$ cat src/verilog/asr_pkg.sv
// package: pin timing, geometry and carrier types for the 4k x 1 sram host
package asr_pkg;
  localparam int CLK_PERIOD_NS = 20;
  localparam int ADDR_BITS = 12;
  localparam int DEPTH = 4096;
  // timing figures in ns (minimum values unless noted)
  localparam int T_RC_NS = 10;
  localparam int T_WC_NS = 10;
  localparam int T_CW_NS = 8;
  localparam int T_AW_NS = 8;
  localparam int T_WP_NS = 8;
  localparam int T_DW_NS = 5;
  localparam int T_ACC_NS = 10; // maximum, covers address_to_data_delay too
  localparam int T_HZ_NS = 4;   // maximum
  localparam int T_WZ_NS = 5;   // maximum
  localparam int T_OH_NS = 2;
  localparam int T_PD_NS = 10;  // maximum
  // least times round up, never below one cycle
  function automatic int ns_up(input int ns);
    int c;
    c = (ns + CLK_PERIOD_NS - 1) / CLK_PERIOD_NS;
    return (c < 1) ? 1 : c;
  endfunction
  localparam int WP_CYC = ns_up(T_WP_NS);
  localparam int RD_CYC = ns_up(T_ACC_NS) + 1;
  localparam int REC_CYC = ns_up(T_HZ_NS);
  localparam int CNT_W = 4;
  localparam logic [CNT_W-1:0] CNT_ZERO = 4'h0;

  typedef struct packed {
    logic [ADDR_BITS-1:0] addr;
    logic cs_n;
    logic we_n;
    logic din;
  } asr_pins_t;

  typedef struct packed {
    logic write;
    logic [ADDR_BITS-1:0] addr;
    logic wdata;
  } asr_req_t;
endpackage

$ cat src/verilog/asr_host.sv
// host controller that drives a 4k x 1 asynchronous static ram
//
// Overview of operation
// - read: chip select low, write strobe high; device drives output.
// - write: chip select and strobe both low; output stays high-z.
// - address must be valid no later than chip select falling on read.
// - each read cycle lasts at least 10 ns of stable address.
// - each write cycle lasts at least 10 ns of stable address.
// - select held low at least 8 ns before write ends.
// - address stable at least 8 ns before write ends.
// - address held to the end of write, zero hold after.
// - write data valid 5 ns before write end and held to it.
module asr_host
  import asr_pkg::*;
#(
  parameter int WP_CYCLES = WP_CYC,
  parameter int RD_CYCLES = RD_CYC
) (
  input wire logic clk_sys,
  input wire logic rst,
  input wire logic ce,
  input wire logic req_valid,
  output logic req_ready,
  input wire asr_req_t req,
  output logic rd_valid,
  output logic rd_data,
  output asr_pins_t pins,
  input wire logic sram_dout
);
  // counts must fit the 4-bit down counter and meet the pin minimums
  if (WP_CYCLES < WP_CYC || WP_CYCLES > 15 ||
      RD_CYCLES < RD_CYC || RD_CYCLES > 15) begin : g_bad_cycles
    $error("asr_host: cycle counts out of range");
  end

  typedef enum logic [3:0] {
    S_IDLE = 4'b0001,
    S_RD   = 4'b0010,
    S_WR   = 4'b0100,
    S_REC  = 4'b1000
  } asr_state_t;

  asr_state_t state_r, state_nxt;
  logic [CNT_W-1:0] cnt_r, cnt_nxt;
  asr_pins_t pins_r, pins_nxt;
  logic rd_valid_r, rd_valid_nxt;
  logic rd_data_r, rd_data_nxt;

  assign req_ready = (state_r == S_IDLE);
  assign pins = pins_r;
  assign rd_valid = rd_valid_r;
  assign rd_data = rd_data_r;

  always_comb begin
    state_nxt = state_r;
    cnt_nxt = cnt_r;
    pins_nxt = pins_r;
    rd_valid_nxt = 1'b0;
    rd_data_nxt = rd_data_r;
    case (state_r)
      S_IDLE: begin
        if (req_valid) begin
          // address and data launch with the select edge, never after
          pins_nxt.addr = req.addr;
          pins_nxt.din = req.wdata;
          pins_nxt.cs_n = 1'b0;
          pins_nxt.we_n = ~req.write;
          if (req.write) begin
            state_nxt = S_WR;
            cnt_nxt = 4'(WP_CYCLES - 1);
          end else begin
            state_nxt = S_RD;
            cnt_nxt = 4'(RD_CYCLES - 1);
          end
        end
      end
      S_RD: begin
        if (cnt_r == CNT_ZERO) begin
          // sample after full access time plus one margin cycle
          rd_data_nxt = sram_dout;
          rd_valid_nxt = 1'b1;
          pins_nxt.cs_n = 1'b1;
          state_nxt = S_REC;
          cnt_nxt = 4'(REC_CYC - 1);
        end else begin
          cnt_nxt = cnt_r - 4'h1;
        end
      end
      S_WR: begin
        if (cnt_r == CNT_ZERO) begin
          // both rise together: address and data held through the edge
          pins_nxt.cs_n = 1'b1;
          pins_nxt.we_n = 1'b1;
          state_nxt = S_REC;
          cnt_nxt = 4'(REC_CYC - 1);
        end else begin
          cnt_nxt = cnt_r - 4'h1;
        end
      end
      S_REC: begin
        // gap lets the device float its output before the next select
        if (cnt_r == CNT_ZERO) begin
          state_nxt = S_IDLE;
        end else begin
          cnt_nxt = cnt_r - 4'h1;
        end
      end
      default: begin
        state_nxt = S_IDLE;
        pins_nxt.cs_n = 1'b1;
        pins_nxt.we_n = 1'b1;
      end
    endcase
  end

  always_ff @(posedge clk_sys) begin
    if (rst) begin
      state_r <= S_IDLE;
      cnt_r <= CNT_ZERO;
      pins_r <= '{addr: '0, cs_n: 1'b1, we_n: 1'b1, din: 1'b0};
      rd_valid_r <= 1'b0;
      rd_data_r <= 1'b0;
    end else if (ce) begin
      state_r <= state_nxt;
      cnt_r <= cnt_nxt;
      pins_r <= pins_nxt;
      rd_valid_r <= rd_valid_nxt;
      rd_data_r <= rd_data_nxt;
    end
  end

  property p_wr_pulse;
    @(posedge clk_sys) disable iff (rst || !ce)
      $fell(pins.we_n) |-> !pins.cs_n ##1 $stable(pins.addr);
  endproperty
  a_wr_pulse: assert property (p_wr_pulse)
    else $error("write strobe fell without select");

  property p_addr_hold_wr;
    @(posedge clk_sys) disable iff (rst || !ce)
      !pins.we_n |=> $stable(pins.addr) && $stable(pins.din);
  endproperty
  a_addr_hold_wr: assert property (p_addr_hold_wr)
    else $error("address or data moved during write");

  property p_rise_together;
    @(posedge clk_sys) disable iff (rst || !ce)
      $rose(pins.we_n) |-> $rose(pins.cs_n);
  endproperty
  a_rise_together: assert property (p_rise_together)
    else $error("strobe rose without select");

  property p_we_only_with_cs;
    @(posedge clk_sys) disable iff (rst)
      !pins.we_n |-> !pins.cs_n;
  endproperty
  a_we_only_with_cs: assert property (p_we_only_with_cs)
    else $error("write strobe low while deselected");

  property p_rd_addr_stable;
    @(posedge clk_sys) disable iff (rst || !ce)
      !pins.cs_n && pins.we_n && !$past(pins.cs_n) |-> $stable(pins.addr);
  endproperty
  a_rd_addr_stable: assert property (p_rd_addr_stable)
    else $error("address moved during read");

  property p_rd_len;
    @(posedge clk_sys) disable iff (rst || !ce)
      $fell(pins.cs_n) && pins.we_n |-> !pins.cs_n [*2];
  endproperty
  a_rd_len: assert property (p_rd_len)
    else $error("read select shorter than access time");

  property p_rd_valid;
    @(posedge clk_sys) disable iff (rst || !ce)
      $rose(rd_valid) |-> $rose(pins.cs_n) && pins.we_n;
  endproperty
  a_rd_valid: assert property (p_rd_valid)
    else $error("read result without ending read cycle");

  property p_gap;
    @(posedge clk_sys) disable iff (rst || !ce)
      $rose(pins.cs_n) |=> pins.cs_n;
  endproperty
  a_gap: assert property (p_gap)
    else $error("select reasserted without recovery");

  // a taken request shows on the pins at the very next sample
  property p_take;
    @(posedge clk_sys) disable iff (rst || !ce)
      req_valid && req_ready |=> !pins.cs_n &&
      pins.we_n == !$past(req.write) && pins.addr == $past(req.addr) &&
      pins.din == $past(req.wdata);
  endproperty
  a_take: assert property (p_take)
    else $error("request not launched onto the pins");

  property p_idle_pins;
    @(posedge clk_sys) disable iff (rst || !ce)
      req_ready |-> pins.cs_n && pins.we_n;
  endproperty
  a_idle_pins: assert property (p_idle_pins)
    else $error("pins not idle while ready");

  property p_rd_we_high;
    @(posedge clk_sys) disable iff (rst || !ce)
      $fell(pins.cs_n) && pins.we_n |=> pins.we_n;
  endproperty
  a_rd_we_high: assert property (p_rd_we_high)
    else $error("write strobe fell during read");

  // result only moves with a fresh read pulse
  property p_rd_data_hold;
    @(posedge clk_sys) disable iff (rst || !ce)
      $changed(rd_data) |-> $rose(rd_valid);
  endproperty
  a_rd_data_hold: assert property (p_rd_data_hold)
    else $error("read data moved without a read result");
endmodule

$ cat config.mk
export PLATFORM = sky130hd
export DESIGN_NAME = asr_host
export DESIGN_NICKNAME = d
export VERILOG_FILES = /design/src/verilog/asr_pkg.sv /design/src/verilog/asr_host.sv
export SDC_FILE = /design/constraint.sdc
export NUM_CORES = 1
export LEC_CHECK = 0
export BUFFER_PORTS_ARGS = -buffer_cell sky130_fd_sc_hd__clkbuf_2
export CAP_MARGIN = 10
export CORE_MARGIN = 5
export CORE_UTILIZATION = 47
export DETAILED_ROUTE_END_ITERATION = 16
export PLACE_DENSITY = 0.78
export SETUP_SLACK_MARGIN = 0.05
export SLEW_MARGIN = 15
export SYNTH_ARGS = -nofsm -noshare
export SYNTH_HDL_FRONTEND = slang
export SYNTH_SLANG_ARGS = --single-unit
export TNS_END_PERCENT = 20
$ cat constraint.sdc
create_clock -name clk_sys -period 2.3 [get_ports clk_sys]
set_input_delay 0.115 -clock clk_sys [delete_from_list [all_inputs] [get_ports clk_sys]]
set_output_delay 0.115 -clock clk_sys [all_outputs]
set_load 0.05 [all_outputs]
Word level (Yosys, flattened, before mapping)
Cells that the tools add are included.
Word-level totals
  register bits: 25
  latch bits: 0
  memory bits (writable): 0
  memory bits (read-only): 0
  input bits: 19
  output and inout port bits: 18
  word-level logic and storage cells: 49
  memories kept: 0
Cells by class
  $add $sub $neg: 1
  multipliers: 0
  divide/modulo/power cells: 0
  order comparisons: 0
  equality and inequality tests: 10
  shifts and indexed selects: 0
  multiplexer cells: 17
  bitwise operators: 3
  reduce and logical (&&, ||, !) cells: 10
Operator list (count)
  $mux 4: 6
  $pmux 4 s3: 2
  $reduce_and 4->1: 3
  $ne 2x2->1 const B: 5
  $mux 3: 2
  $reduce_and 3->1: 2
  $reduce_and 5->1: 1
  $eq 4x1->1 const B: 1
  $eq 4x2->1 const B: 1
  $eq 4x3->1 const B: 1
  $eq 4x4->1 const B: 1
  $logic_not 4->1: 1
  $mux 1: 4
  $pmux 1 s4: 1
  $reduce_or 2->1: 2
  $sub 4x1->4 const B: 1
  $not 1->1: 3
  $pmux 1 s3: 1
  $reduce_bool 3->1: 1
  $mux 2: 1
  $ne 2x1->1 const B: 1

Longest topological paths before layout
Gate-level depths: netlist of run 1.
  depth after elaboration: 4
  depth in mapped cells: 7
  depth with buffers taken out: 7

Worst setup path after synthesis of run 1
Ideal clock, no wire load.
  kind: register to register
  start: reg state_r[2]
  end: reg pins_r (netlist bit pins[14])
  setup time: 0.134 ns
  data arrival time: 1.906 ns
  data required time: 2.166 ns
  slack: 0.261 ns
  cell stages (with the launch flop): 8
  buffers on the path: 2
  period minus slack after synthesis: 2.039 ns
  path through: dfxtp_1 -> buf_6 -> or4b_4 -> inv_1 -> nand3_1 -> clkbuf_1 -> nand2_1 -> a21oi_1
Between the ends
  cells in the longest elaborated chain, start to end: 2
Ends and longest elaborated chain
  start, declared: RTL line asr_host.sv:43  | asr_state_t state_r, state_nxt;
  start signal, assigned: RTL line asr_host.sv:124  | state_r <= state_nxt;
  $eq 4x1->1
  named net req_ready: RTL line asr_host.sv:23  | output logic req_ready,
  $reduce_and 3->1 (no source line)
  end signal, assigned: RTL line asr_host.sv:120  | pins_r <= '{addr: '0, cs_n: 1'b1, we_n: 1'b1, din: 1'b0};
  end signal, assigned: RTL line asr_host.sv:126  | pins_r <= pins_nxt;
  end, declared: RTL line asr_host.sv:45  | asr_pins_t pins_r, pins_nxt;
The timed path passes the listed nets, and every way through them passes these cells.
A chain may end at the register's enable or synchronous reset.

Worst setup path in the final report of run 1
  start: reg state_r[0]
  end: reg pins_r (netlist bit pins[5])
Between the ends
  cells in the longest elaborated chain, start to end: 2
Ends and longest elaborated chain
  $eq 4x1->1: RTL line asr_host.sv:60  | case (state_r)
  $reduce_and 3->1 (no source line)
No other way between the ends.

==> impl_metrics.env, run 1 <==
export IMPL_ys_seq_area_frac=0.421
export IMPL_post_route_period_util=0.868
export IMPL_run_status="finished, final reports clean"
export IMPL_detailroute_via_count=1172
export IMPL_static_leakage_power_nw=0.647
export IMPL_cellInternalPower_w=0.000657
export IMPL_worst_setup_hold_path_clk_slew_ns=0.15
export IMPL_cts_root_buffer="sky130_fd_sc_hd__clkbuf_4"
export IMPL_final_layout_size_suffix_gt1_frac=0.255
export IMPL_synthArstFlopShare=0
export IMPL_max_clock_path_buffers=2
export IMPL_die_w_microns=60.3
export IMPL_class_of_the_tightest_hold_or_removal_check="primary input to flop"
export IMPL_groute_usage_overall=0.166
export IMPL_worst_path_arrival_ns=2.22
export IMPL_gp_congestion=0.869
export IMPL_post_syn_area_per_cell_sq_um=8.25
export IMPL_ant_nets=0
export IMPL_switching_share=0.378
export IMPL_grt_antenna_before_repair=0
export IMPL_synth_ff_latch_count=25
export IMPL_cp_slowest_cell="sky130_fd_sc_hd__or4b_4"
export IMPL_num_rows=18
export IMPL_ctsResizeCount=0
export IMPL_mappedNetlistNets=164
export IMPL_max_slew_headroom_at_the_worst_pin=0.669
export IMPL_max_freq_ghz=0.501
export IMPL_floorplan_core_area_sq_um=2450
export IMPL_critPathKind="flop to flop"
export IMPL_grt_pass1_vias=1031
export IMPL_power_per_cell_area_nw_per_um2=682
export IMPL_dpl_cell_area_sq_um=1380
export IMPL_critPathMaxStageDelay_ns=0.56
export IMPL_skew_ns=0.00187
export IMPL_fp_dieArea_sq_um=3630
export IMPL_detailed_placer_s_ending_hpwl_microns=2080
export IMPL_netlist_top_cells_count="sky130_fd_sc_hd__nand2_1 (31), sky130_fd_sc_hd__dfxtp_1 (25), sky130_fd_sc_hd__a21oi_1 (19)"
export IMPL_setup_slack_ns=0.303
export IMPL_detail_route_vias_per_cell=5.28
export IMPL_synth_top_area_cell="sky130_fd_sc_hd__dfxtp_1"
export IMPL_yosys_cell_count_top_type="sky130_fd_sc_hd__nand2_1"
export IMPL_port_buffers=36
export IMPL_max_vdd_ir_drop_mv=0.427
export IMPL_io_pins=37
export IMPL_grt_start_max_net_pins=24
export IMPL_tritoncts="done"
export IMPL_worst_path_max_fanout=13
export IMPL_worstSetupEndpointType="flop"
export IMPL_ys_dominant_reg_cell="sky130_fd_sc_hd__dfxtp_1"
export IMPL_final_cell_area_sq_um=1550
export IMPL_initial_core_util=0.484
export IMPL_rsz_0062_raised_after_global_routing="false"
export IMPL_post_cts_buffers=0
export IMPL_max_cap_viol_count=0
export IMPL_synth_enable_flop_cells=0
export IMPL_cp_start_kind="flop"
export IMPL_power_combinational_fraction=0.330
export IMPL_synthTopCellsByArea="sky130_fd_sc_hd__dfxtp_1 (42%), sky130_fd_sc_hd__nand2_1 (9.8%), sky130_fd_sc_hd__a21oi_1 (8.0%)"
export IMPL_timing_critical_path_required_ns=2.52
export IMPL_clkPwrFrac=0.200
export IMPL_hold_viol_final=0
export IMPL_area_growth_syn_to_layout_pct=30.3
export IMPL_grt_overflow=0
export IMPL_place_ws_ns=0.311
export IMPL_timing_setup_tns_ns=0
export IMPL_post_cts_hold_buffer_count=14
export IMPL_antenna_cells=0
export IMPL_post_drt_wl_per_cell_microns=13.2
export IMPL_ff_latch_area_sq_um=500
export IMPL_insertion_delay_of_the_later_clocked_pin_in_the_worst_skew_pair_ns=0.33
export IMPL_period_needed_ns=2.00
export IMPL_post_synth_instance_area_sq_um=1190
export IMPL_clock_tree_htree_level_count=1
export IMPL_timing_max_transition_violations_final=0
export IMPL_cts_sinks=25
export IMPL_worst_slew_pin_slew_ns=0.496
export IMPL_yosys_warnings=0
export IMPL_netSwitchingPower_w=0.000399
export IMPL_seq_power_share=0.470
export IMPL_whs_ns=0.104
export IMPL_fillers=206
export IMPL_first_pass_grt_wire_length_microns=4480
export IMPL_multi_input_gate_area_in_the_final_layout_sq_um=614
export IMPL_drt_first_iter_violations=36
export IMPL_drtPass1Iterations=4
export IMPL_yosysTopAreaCellShare=0.421
export IMPL_netlist_cell_type_count=42
export IMPL_setup_violations_final=0
export IMPL_design_final_nets=213
export IMPL_cp_cell_sequence="or4b_4, inv_1, nand3_1, nand2_1, a21oi_1"
export IMPL_syn_inst=144
export IMPL_die_ht_microns=60.3
export IMPL_cts_buffers_inserted=3
export IMPL_finalWirelength_microns=2930
export IMPL_drc=0
[through the flow]
step                      utilization  std cells  total power [W]
final                           0.630        222          0.00106
after global routing            0.630        222          0.00111
after CTS                       0.630        222          0.00107
after detailed placement        0.561        204         0.000835
after global placement          0.561        204         0.000822
after floorplan                     -        144         0.000757
[power by group through the flow]
stage | Sequential, W | Clock, W | Combinational (W)
finish | 0.000496 | 0.000211 | 0.000349
detailed placement | 0.000505 | 0 | 0.000330
floorplan | 0.000554 | 0 | 0.000203
global route | 0.000503 | 0.000233 | 0.000374
global placement | 0.000502 | 0 | 0.000320
CTS | 0.000495 | 0.000220 | 0.000350
[cell usage in the layout, fill, tap and decap left out, drive strengths merged, types with 3 or more instances in the layout]
cell type	netlist	layout
o21ai	6	6
dfxtp	25	25
a31oi	3	3
nand2b	4	4
nand3	3	3
nand2	31	31
nor2	7	7
dlygate4sd3	0	14
clkbuf	4	39
a21oi	20	20
inv	8	8
mux2i	3	3
[registers in the layout, summed over array words and instances, names as in the netlist]
register,flops
state_r,4
cnt_r,4
pins,15
rd_data,1
rd_valid,1
[cell families after synthesis]
kind of cell | synth area share
fa+ha+maj | 0.0105
mux | 0.0379
flops | 0.421
buf+inv | 0.0611
compound gates | 0.201
xor+xnor | 0.0221
simple gates | 0.246
[final timing paths]
| path | start | endpoint | slack (ns) | cells after the start |
|---|---|---|---|---|
| max | state_r[0]$_SDFFE_PP1P_ | pins[5]$_SDFFE_PP0P_ | 0.30 | 5 |
| min | ce | pins[2]$_SDFFE_PP1P_ | 0.10 | 3 |
| max reg2reg | state_r[0]$_SDFFE_PP1P_ | pins[5]$_SDFFE_PP0P_ | 0.30 | 5 |
| min reg2reg | pins[8]$_SDFFE_PP0P_ | pins[8]$_SDFFE_PP0P_ | 0.46 | 2 |
[routing by layer]
| metal | wire length [microns] | global-route usage | vias up |
|---|---|---|---|
| met2 | 1500 | 0.296 | 39 |
| met5 | 0 | 0 | - |
| met1 | 1210 | 0.191 | 533 |
| met4 | 50 | 0.0759 | 0 |
| met3 | 170 | 0.0259 | 5 |
| li1 | - | - | 595 |
[worst max-delay path: cells and delay by family, from the launching register on]
kind / cells / cell delay, ns
simple gates: 3 / 1.14
flops: 1 / 0.53
compound gates: 1 / 0.08
buf+inv: 1 / 0.13
[layout make-up]
cell class,count,area share
Inverter,8,0.0194
Timing Repair Buffer,52,0.217
Sequential cell,25,0.323
Clock inverter,1,0.00485
Multi-Input combinational cell,103,0.397
Clock buffer,3,0.0146
Tap cell,30,0.0243
No activity file was read; power rests on OpenSTA's default activity.
==> run 2: changes to the inputs <==
--- a/config.mk
+++ b/config.mk
@@ -8,6 +8,8 @@
 export BUFFER_PORTS_ARGS = -buffer_cell sky130_fd_sc_hd__clkbuf_2
 export CAP_MARGIN = 10
+export CORE_ASPECT_RATIO = 1.25
 export CORE_MARGIN = 5
 export CORE_UTILIZATION = 47
+export CTS_CLUSTER_SIZE = 12
 export DETAILED_ROUTE_END_ITERATION = 16
 export PLACE_DENSITY = 0.78
==> constraint.sdc (replaced) <==
create_clock -name clk_sys -period 2.3 [get_ports clk_sys]
set_input_delay 0.115 -clock clk_sys [delete_from_list [all_inputs] [get_ports clk_sys]]
set_output_delay 0.115 -clock clk_sys [all_outputs]
set_load 0.02 [all_outputs]
==> run 2 against run 1 <==
Critical path depth unchanged. Non-clock buffer count decreased by 4. Sequential power about the same. Final area decreased by 2.3%. Critical endpoint is now pins[0]$_SDFFE_PP0P_. Largest cell class unchanged. Highest routed layer unchanged.
==> impl_metrics.env, run 2 (synthesis results as in run 1) <==
export IMPL_final_common_cell="sky130_fd_sc_hd__clkbuf_2"
export IMPL_grt_start_max_net_pins=24
export IMPL_first_pass_grt_wire_length_microns=4520
export IMPL_r2r_start="state_r[0]$_SDFFE_PP1P_"
export IMPL_floorplan_core_area_sq_um=2430
export IMPL_final_cell_area_sq_um=1510
export IMPL_dpl_cell_area_sq_um=1380
export IMPL_cts_buffers_inserted=3
export IMPL_reg2regPathDepth=5
export IMPL_worst_slew_pin_slew_ns=0.455
export IMPL_rsz_0062_raised_after_global_routing="false"
export IMPL_drtPass1Iterations=4
export IMPL_initial_core_util=0.489
export IMPL_power_per_cell_area_nw_per_um2=646
export IMPL_timing_setup_tns_ns=0
export IMPL_detailed_routed_wire_length_on_met2_microns=1380
export IMPL_num_rows=20
export IMPL_timing_hold_worst_start="req[7]"
export IMPL_hold_viol_final=0
export IMPL_timing_max_transition_violations_final=0
export IMPL_max_vdd_ir_drop_mv=0.420
export IMPL_period_needed_ns=1.95
export IMPL_gp_congestion=0.848
export IMPL_timing_rr_end="pins[0]$_SDFFE_PP0P_"
export IMPL_drt_first_iter_violations=24
export IMPL_port_buffers=36
export IMPL_ant_nets=0
export IMPL_run_status="finished, final reports clean"
export IMPL_antenna_cells=0
export IMPL_die_w_microns=55.0
export IMPL_cts_sinks=25
export IMPL_largest_reg_flops=15
export IMPL_m1WireLength_microns=1170
export IMPL_post_drt_wl_per_cell_microns=12.4
export IMPL_timing_critical_path_required_ns=2.50
export IMPL_worst_setup_path_startpoint="state_r[0]$_SDFFE_PP1P_"
export IMPL_critPathKind="flop to flop"
export IMPL_worst_path_arrival_ns=2.16
export IMPL_detailed_placer_s_ending_hpwl_microns=1950
export IMPL_detail_route_vias_per_cell=5.16
export IMPL_routed_wl_met3_microns=148
export IMPL_detailroute_via_count=1141
export IMPL_design_final_nets=209
export IMPL_min_to="pins[9]$_SDFFE_PP0P_"
export IMPL_grt_overflow=0
export IMPL_skew_ns=0.00176
export IMPL_insertion_delay_of_the_later_clocked_pin_in_the_worst_skew_pair_ns=0.32
export IMPL_tritoncts="done"
export IMPL_cts_root_buffer="sky130_fd_sc_hd__clkbuf_4"
export IMPL_post_cts_buffers=0
export IMPL_worst_setup_hold_path_clk_slew_ns=0.14
export IMPL_max_clock_path_buffers=2
export IMPL_postLayoutCoreUtil=0.623
export IMPL_area_growth_syn_to_layout_pct=27.3
export IMPL_top_layer="met4"
export IMPL_max_slew_headroom_at_the_worst_pin=0.696
export IMPL_worst_path_max_fanout=13
export IMPL_die_ht_microns=66.2
export IMPL_p_total_w=0.000977
export IMPL_setup_violations_final=0
export IMPL_max_cap_viol_count=0
export IMPL_max_freq_ghz=0.512
export IMPL_final_layout_size_suffix_gt1_frac=0.261
export IMPL_grt_antenna_before_repair=0
export IMPL_static_leakage_power_nw=0.630
export IMPL_fp_dieArea_sq_um=3640
export IMPL_post_cts_hold_buffer_count=10
export IMPL_hold_depth=3
export IMPL_clock_tree_htree_level_count=1
export IMPL_finalWirelength_microns=2740
export IMPL_class_of_the_tightest_hold_or_removal_check="primary input to flop"
export IMPL_drc=0
export IMPL_ff2ff_setup_slack_ns=0.35
export IMPL_groute_usage_overall=0.164
export IMPL_setup_slack_ns=0.348
export IMPL_grt_pass1_vias=1080
export IMPL_cp_start_kind="flop"
export IMPL_place_ws_ns=0.363
export IMPL_post_route_period_util=0.849
export IMPL_leading_cell_types_in_the_layout_fill_and_taps_excluded="sky130_fd_sc_hd__clkbuf_2 (36), sky130_fd_sc_hd__nand2_1 (31), sky130_fd_sc_hd__dfxtp_1 (25)"
export IMPL_io_pins=37
export IMPL_ctsResizeCount=0
export IMPL_worstSetupEndpointType="flop"
[run 2: cell type report]
type / count / area (sq um)
fillers: 214 / 916
flip-flops and latches: 25 / 500
well taps: 33 / 41.3
clock inverters: 1 / 7.51
clock buffers: 3 / 22.5
multi-input cells: 103 / 614
inverters: 8 / 30.0
repair buffers: 48 / 295
[run 2: layer usage]
metal | track usage | vias up
li1 | - | 585
met3 | 0.0271 | 6
met1 | 0.183 | 517
met4 | 0.0821 | 0
met5 | 0 | -
met2 | 0.287 | 33
[run 2: worst max-delay path by stage]
stage                                    endpoint  slack [ns]
after global routing         pins[0]$_SDFFE_PP0P_        0.16
after detailed placement     pins[0]$_SDFFE_PP0P_        0.36
final                        pins[0]$_SDFFE_PP0P_        0.35
after floorplan           state_r[2]$_SDFFE_PP0P_        0.45
after global placement       pins[5]$_SDFFE_PP0P_        0.42
after CTS                    pins[0]$_SDFFE_PP0P_        0.34
[run 2: critical path, cell delays in order, from the launching register on]
cell	delay [ns]
sky130_fd_sc_hd__dfxtp_1	0.53
sky130_fd_sc_hd__or4b_4	0.56
sky130_fd_sc_hd__inv_1	0.12
sky130_fd_sc_hd__nand3_1	0.35
sky130_fd_sc_hd__nand2_1	0.20
sky130_fd_sc_hd__a21oi_1	0.08
[run 2: stage by stage]
stage	hold slack, ns	std cells
finish	0.0101	221
global placement	0.340	207
global route	0.00960	221
CTS	0.0000755	221
detailed placement	0.349	207
floorplan	0.218	144
[run 2: power by group]
| group | total [W] | internal, W | switching, W |
|---|---|---|---|
| logic | 0.000284 | 0.000122 | 0.000162 |
| clock network | 0.000198 | 0.0000664 | 0.000132 |
| registers | 0.000495 | 0.000464 | 0.0000314 |
| total | 0.000977 | 0.000652 | 0.000325 |
==> run 3: changes to the inputs <==
Clock period 2.3 ns to 1.9 ns, I/O delays scaled along.
==> run 3 against run 2 <==
Hold slack improved by 0.0096 ns. Setup slack got worse by 0.25 ns. Utilization increased by 6.3 points. Sequential share of layout area decreased by 2.4 points. Critical path depth unchanged. Final area increased by 10%. Via count increased by 8.2%. Clock skew increased by 0.0065 ns. Global-route usage increased by 1.7 points. Flip-flop and latch count unchanged. Critical endpoint is now state_r[2]$_SDFFE_PP0P_.
==> impl_metrics.env, run 3 (synthesis results as in run 1) <==
export IMPL_hold_viol_final=0
export IMPL_timing_setup_tns_ns=0
export IMPL_largest_reg_flops=15
export IMPL_insertion_delay_of_the_later_clocked_pin_in_the_worst_skew_pair_ns=0.32
export IMPL_groute_usage_overall=0.181
export IMPL_critPathKind="flop to flop"
export IMPL_worst_setup_path_startpoint="state_r[3]$_SDFFE_PP0P_"
export IMPL_cts_sinks=25
export IMPL_post_route_period_util=0.948
export IMPL_post_drt_wl_per_cell_microns=14.4
export IMPL_die_w_microns=55.0
export IMPL_rsz_0062_raised_after_global_routing="true"
export IMPL_timing_rr_end="state_r[2]$_SDFFE_PP0P_"
export IMPL_period_needed_ns=1.80
export IMPL_final_cell_count_no_fill=235
export IMPL_die_ht_microns=66.2
export IMPL_cts_buffers_inserted=3
export IMPL_cp_start_kind="flop"
export IMPL_grt_overflow=0
export IMPL_leading_cell_types_in_the_layout_fill_and_taps_excluded="sky130_fd_sc_hd__clkbuf_2 (36), sky130_fd_sc_hd__nand2_1 (31), sky130_fd_sc_hd__a21oi_1 (19), sky130_fd_sc_hd__dfxtp_1 (19), sky130_fd_sc_hd__dlygate4sd3_1 (13)"
export IMPL_endpoint="state_r[2]$_SDFFE_PP0P_"
export IMPL_ff_latch_area_sq_um=510
export IMPL_tritoncts="done"
export IMPL_clock_tree_htree_level_count=1
export IMPL_grt_start_max_net_pins=24
export IMPL_first_pass_grt_wire_length_microns=4840
export IMPL_timing_critical_path_required_ns=2.16
export IMPL_finalWirelength_microns=3380
export IMPL_final_common_cell="sky130_fd_sc_hd__clkbuf_2"
export IMPL_setup_violations_final=0
export IMPL_port_buffers=36
export IMPL_worst_path_arrival_ns=2.06
export IMPL_design_final_nets=222
export IMPL_drc=0
export IMPL_detailroute_via_count=1234
export IMPL_grt_antenna_before_repair=0
export IMPL_timing_max_transition_violations_final=0
export IMPL_floorplan_core_area_sq_um=2430
export IMPL_final_layout_size_suffix_gt1_frac=0.353
export IMPL_seq_power_share=0.479
export IMPL_clkPwrFrac=0.193
export IMPL_cellInternalPower_w=0.000828
export IMPL_power_per_cell_area_nw_per_um2=753
export IMPL_area_growth_syn_to_layout_pct=40.1
export IMPL_detail_route_vias_per_cell=5.25
export IMPL_multi_input_gate_area_in_the_final_layout_sq_um=649
export IMPL_power_combinational_fraction=0.327
export IMPL_detailed_placer_s_ending_hpwl_microns=2270
export IMPL_cts_root_buffer="sky130_fd_sc_hd__clkbuf_4"
export IMPL_max_clock_path_buffers=2
export IMPL_max_cap_viol_count=0
export IMPL_worst_slew_pin_slew_ns=0.470
export IMPL_netSwitchingPower_w=0.000425
export IMPL_ff2ff_setup_slack_ns=0.1
export IMPL_r2r_start="state_r[3]$_SDFFE_PP0P_"
export IMPL_switching_share=0.339
export IMPL_io_pins=37
export IMPL_worst_path_max_fanout=8
export IMPL_skew_ns=0.00824
export IMPL_initial_core_util=0.489
export IMPL_ant_nets=0
export IMPL_post_placement_cell_count=212
export IMPL_drtPass1Iterations=4
export IMPL_worstSetupEndpointType="flop"
export IMPL_gp_congestion=0.851
export IMPL_max_vdd_ir_drop_mv=0.431
export IMPL_max_freq_ghz=0.555
export IMPL_fillers=200
export IMPL_drt_first_iter_violations=40
export IMPL_fp_dieArea_sq_um=3640
export IMPL_num_rows=20
export IMPL_worst_setup_hold_path_clk_slew_ns=0.13
export IMPL_class_of_the_tightest_hold_or_removal_check="primary input to flop"
export IMPL_reg2regPathDepth=5
export IMPL_grt_pass1_vias=1167
export IMPL_run_status="finished, final reports clean"
export IMPL_static_leakage_power_nw=0.691
export IMPL_max_slew_headroom_at_the_worst_pin=0.687
run 3: cell types whose count changed in the layout (fill, tap and decap cells not counted), sizes merged:
cell         previous run  this run
buf                     2        12
dlygate4sd3            10        13
diode                   0         1
run 3: stage by stage:
step | util | power [W] | hold slack, ns | instance area [sq um] | worst slack [ns]
after floorplan | - | 0.000848 | 0.198 | 1190 | 0.0524
after global placement | 0.585 | 0.000954 | 0.319 | 1420 | 0.0753
after detailed placement | 0.585 | 0.000965 | 0.331 | 1420 | 0.0231
after CTS | 0.638 | 0.00122 | 0.0000128 | 1550 | 0.0371
after global routing | 0.685 | 0.00133 | -0.000436 | 1660 | 0.0306
final | 0.686 | 0.00125 | 0.0197 | 1660 | 0.0997
run 3: worst min-delay path by stage:
stage	startpoint	end	slack, ns	cells after the start
finish	sram_dout	rd_data$_SDFFE_PP0P_	0.02	3
global route	sram_dout	rd_data$_SDFFE_PP0P_	-0.0004	3
global placement	req[12]	pins[14]$_SDFFE_PP0P_	0.32	3
floorplan	rst	state_r[3]$_SDFFE_PP0P_	0.20	1
detailed placement	req[2]	pins[4]$_SDFFE_PP0P_	0.33	3
CTS	req[8]	pins[10]$_SDFFE_PP0P_	0.00001	3
run 3: layer usage:
layer / vias up / track usage / wire length [microns]
li1: 617 / - / -
met1: 568 / 0.174 / 1300
met2: 41 / 0.354 / 1860
met3: 8 / 0.0316 / 155
met4: 0 / 0.0729 / 60
met5: - / 0 / 0
run 3: cell type report:
class / count / area share
sequential: 25 / 0.307
clock inverter: 1 / 0.00451
tap: 33 / 0.0248
multi-input combinational: 103 / 0.390
inverter: 8 / 0.0180
clock buffer: 3 / 0.0135
timing repair buffer: 61 / 0.241
antenna: 1 / 0.00150
run 3: power groups by stage:
| stage | Combinational, W | Clock (W) | Sequential (W) |
|---|---|---|---|
| 2_1_floorplan | 0.000230 | 0 | 0.000618 |
| 3_3_place_gp | 0.000350 | 0 | 0.000605 |
| 3_5_place_dp | 0.000358 | 0 | 0.000607 |
| 4_1_cts | 0.000379 | 0.000246 | 0.000597 |
| 5_1_grt | 0.000443 | 0.000280 | 0.000606 |
| 6_report | 0.000410 | 0.000242 | 0.000601 |
run 3: critical path: stages, from the launching register on:
cell and delay [ns]:
sky130_fd_sc_hd__dfxtp_2 0.39, sky130_fd_sc_hd__or4b_4 0.60, sky130_fd_sc_hd__o21ai_4 0.25, sky130_fd_sc_hd__a31oi_2 0.11
sky130_fd_sc_hd__mux2_4 0.33, sky130_fd_sc_hd__nor2_2 0.07
run 3: what timing repair did:
action / in CTS / in global routing
gates resized for setup: 3 / 12
setup buffers: 1 / 4
hold endpoints to repair: 9 / 4
pin swaps: 1 / 8
hold buffers: 9 / 4
gates cloned: 0 / 0
setup endpoints to repair: 4 / 9
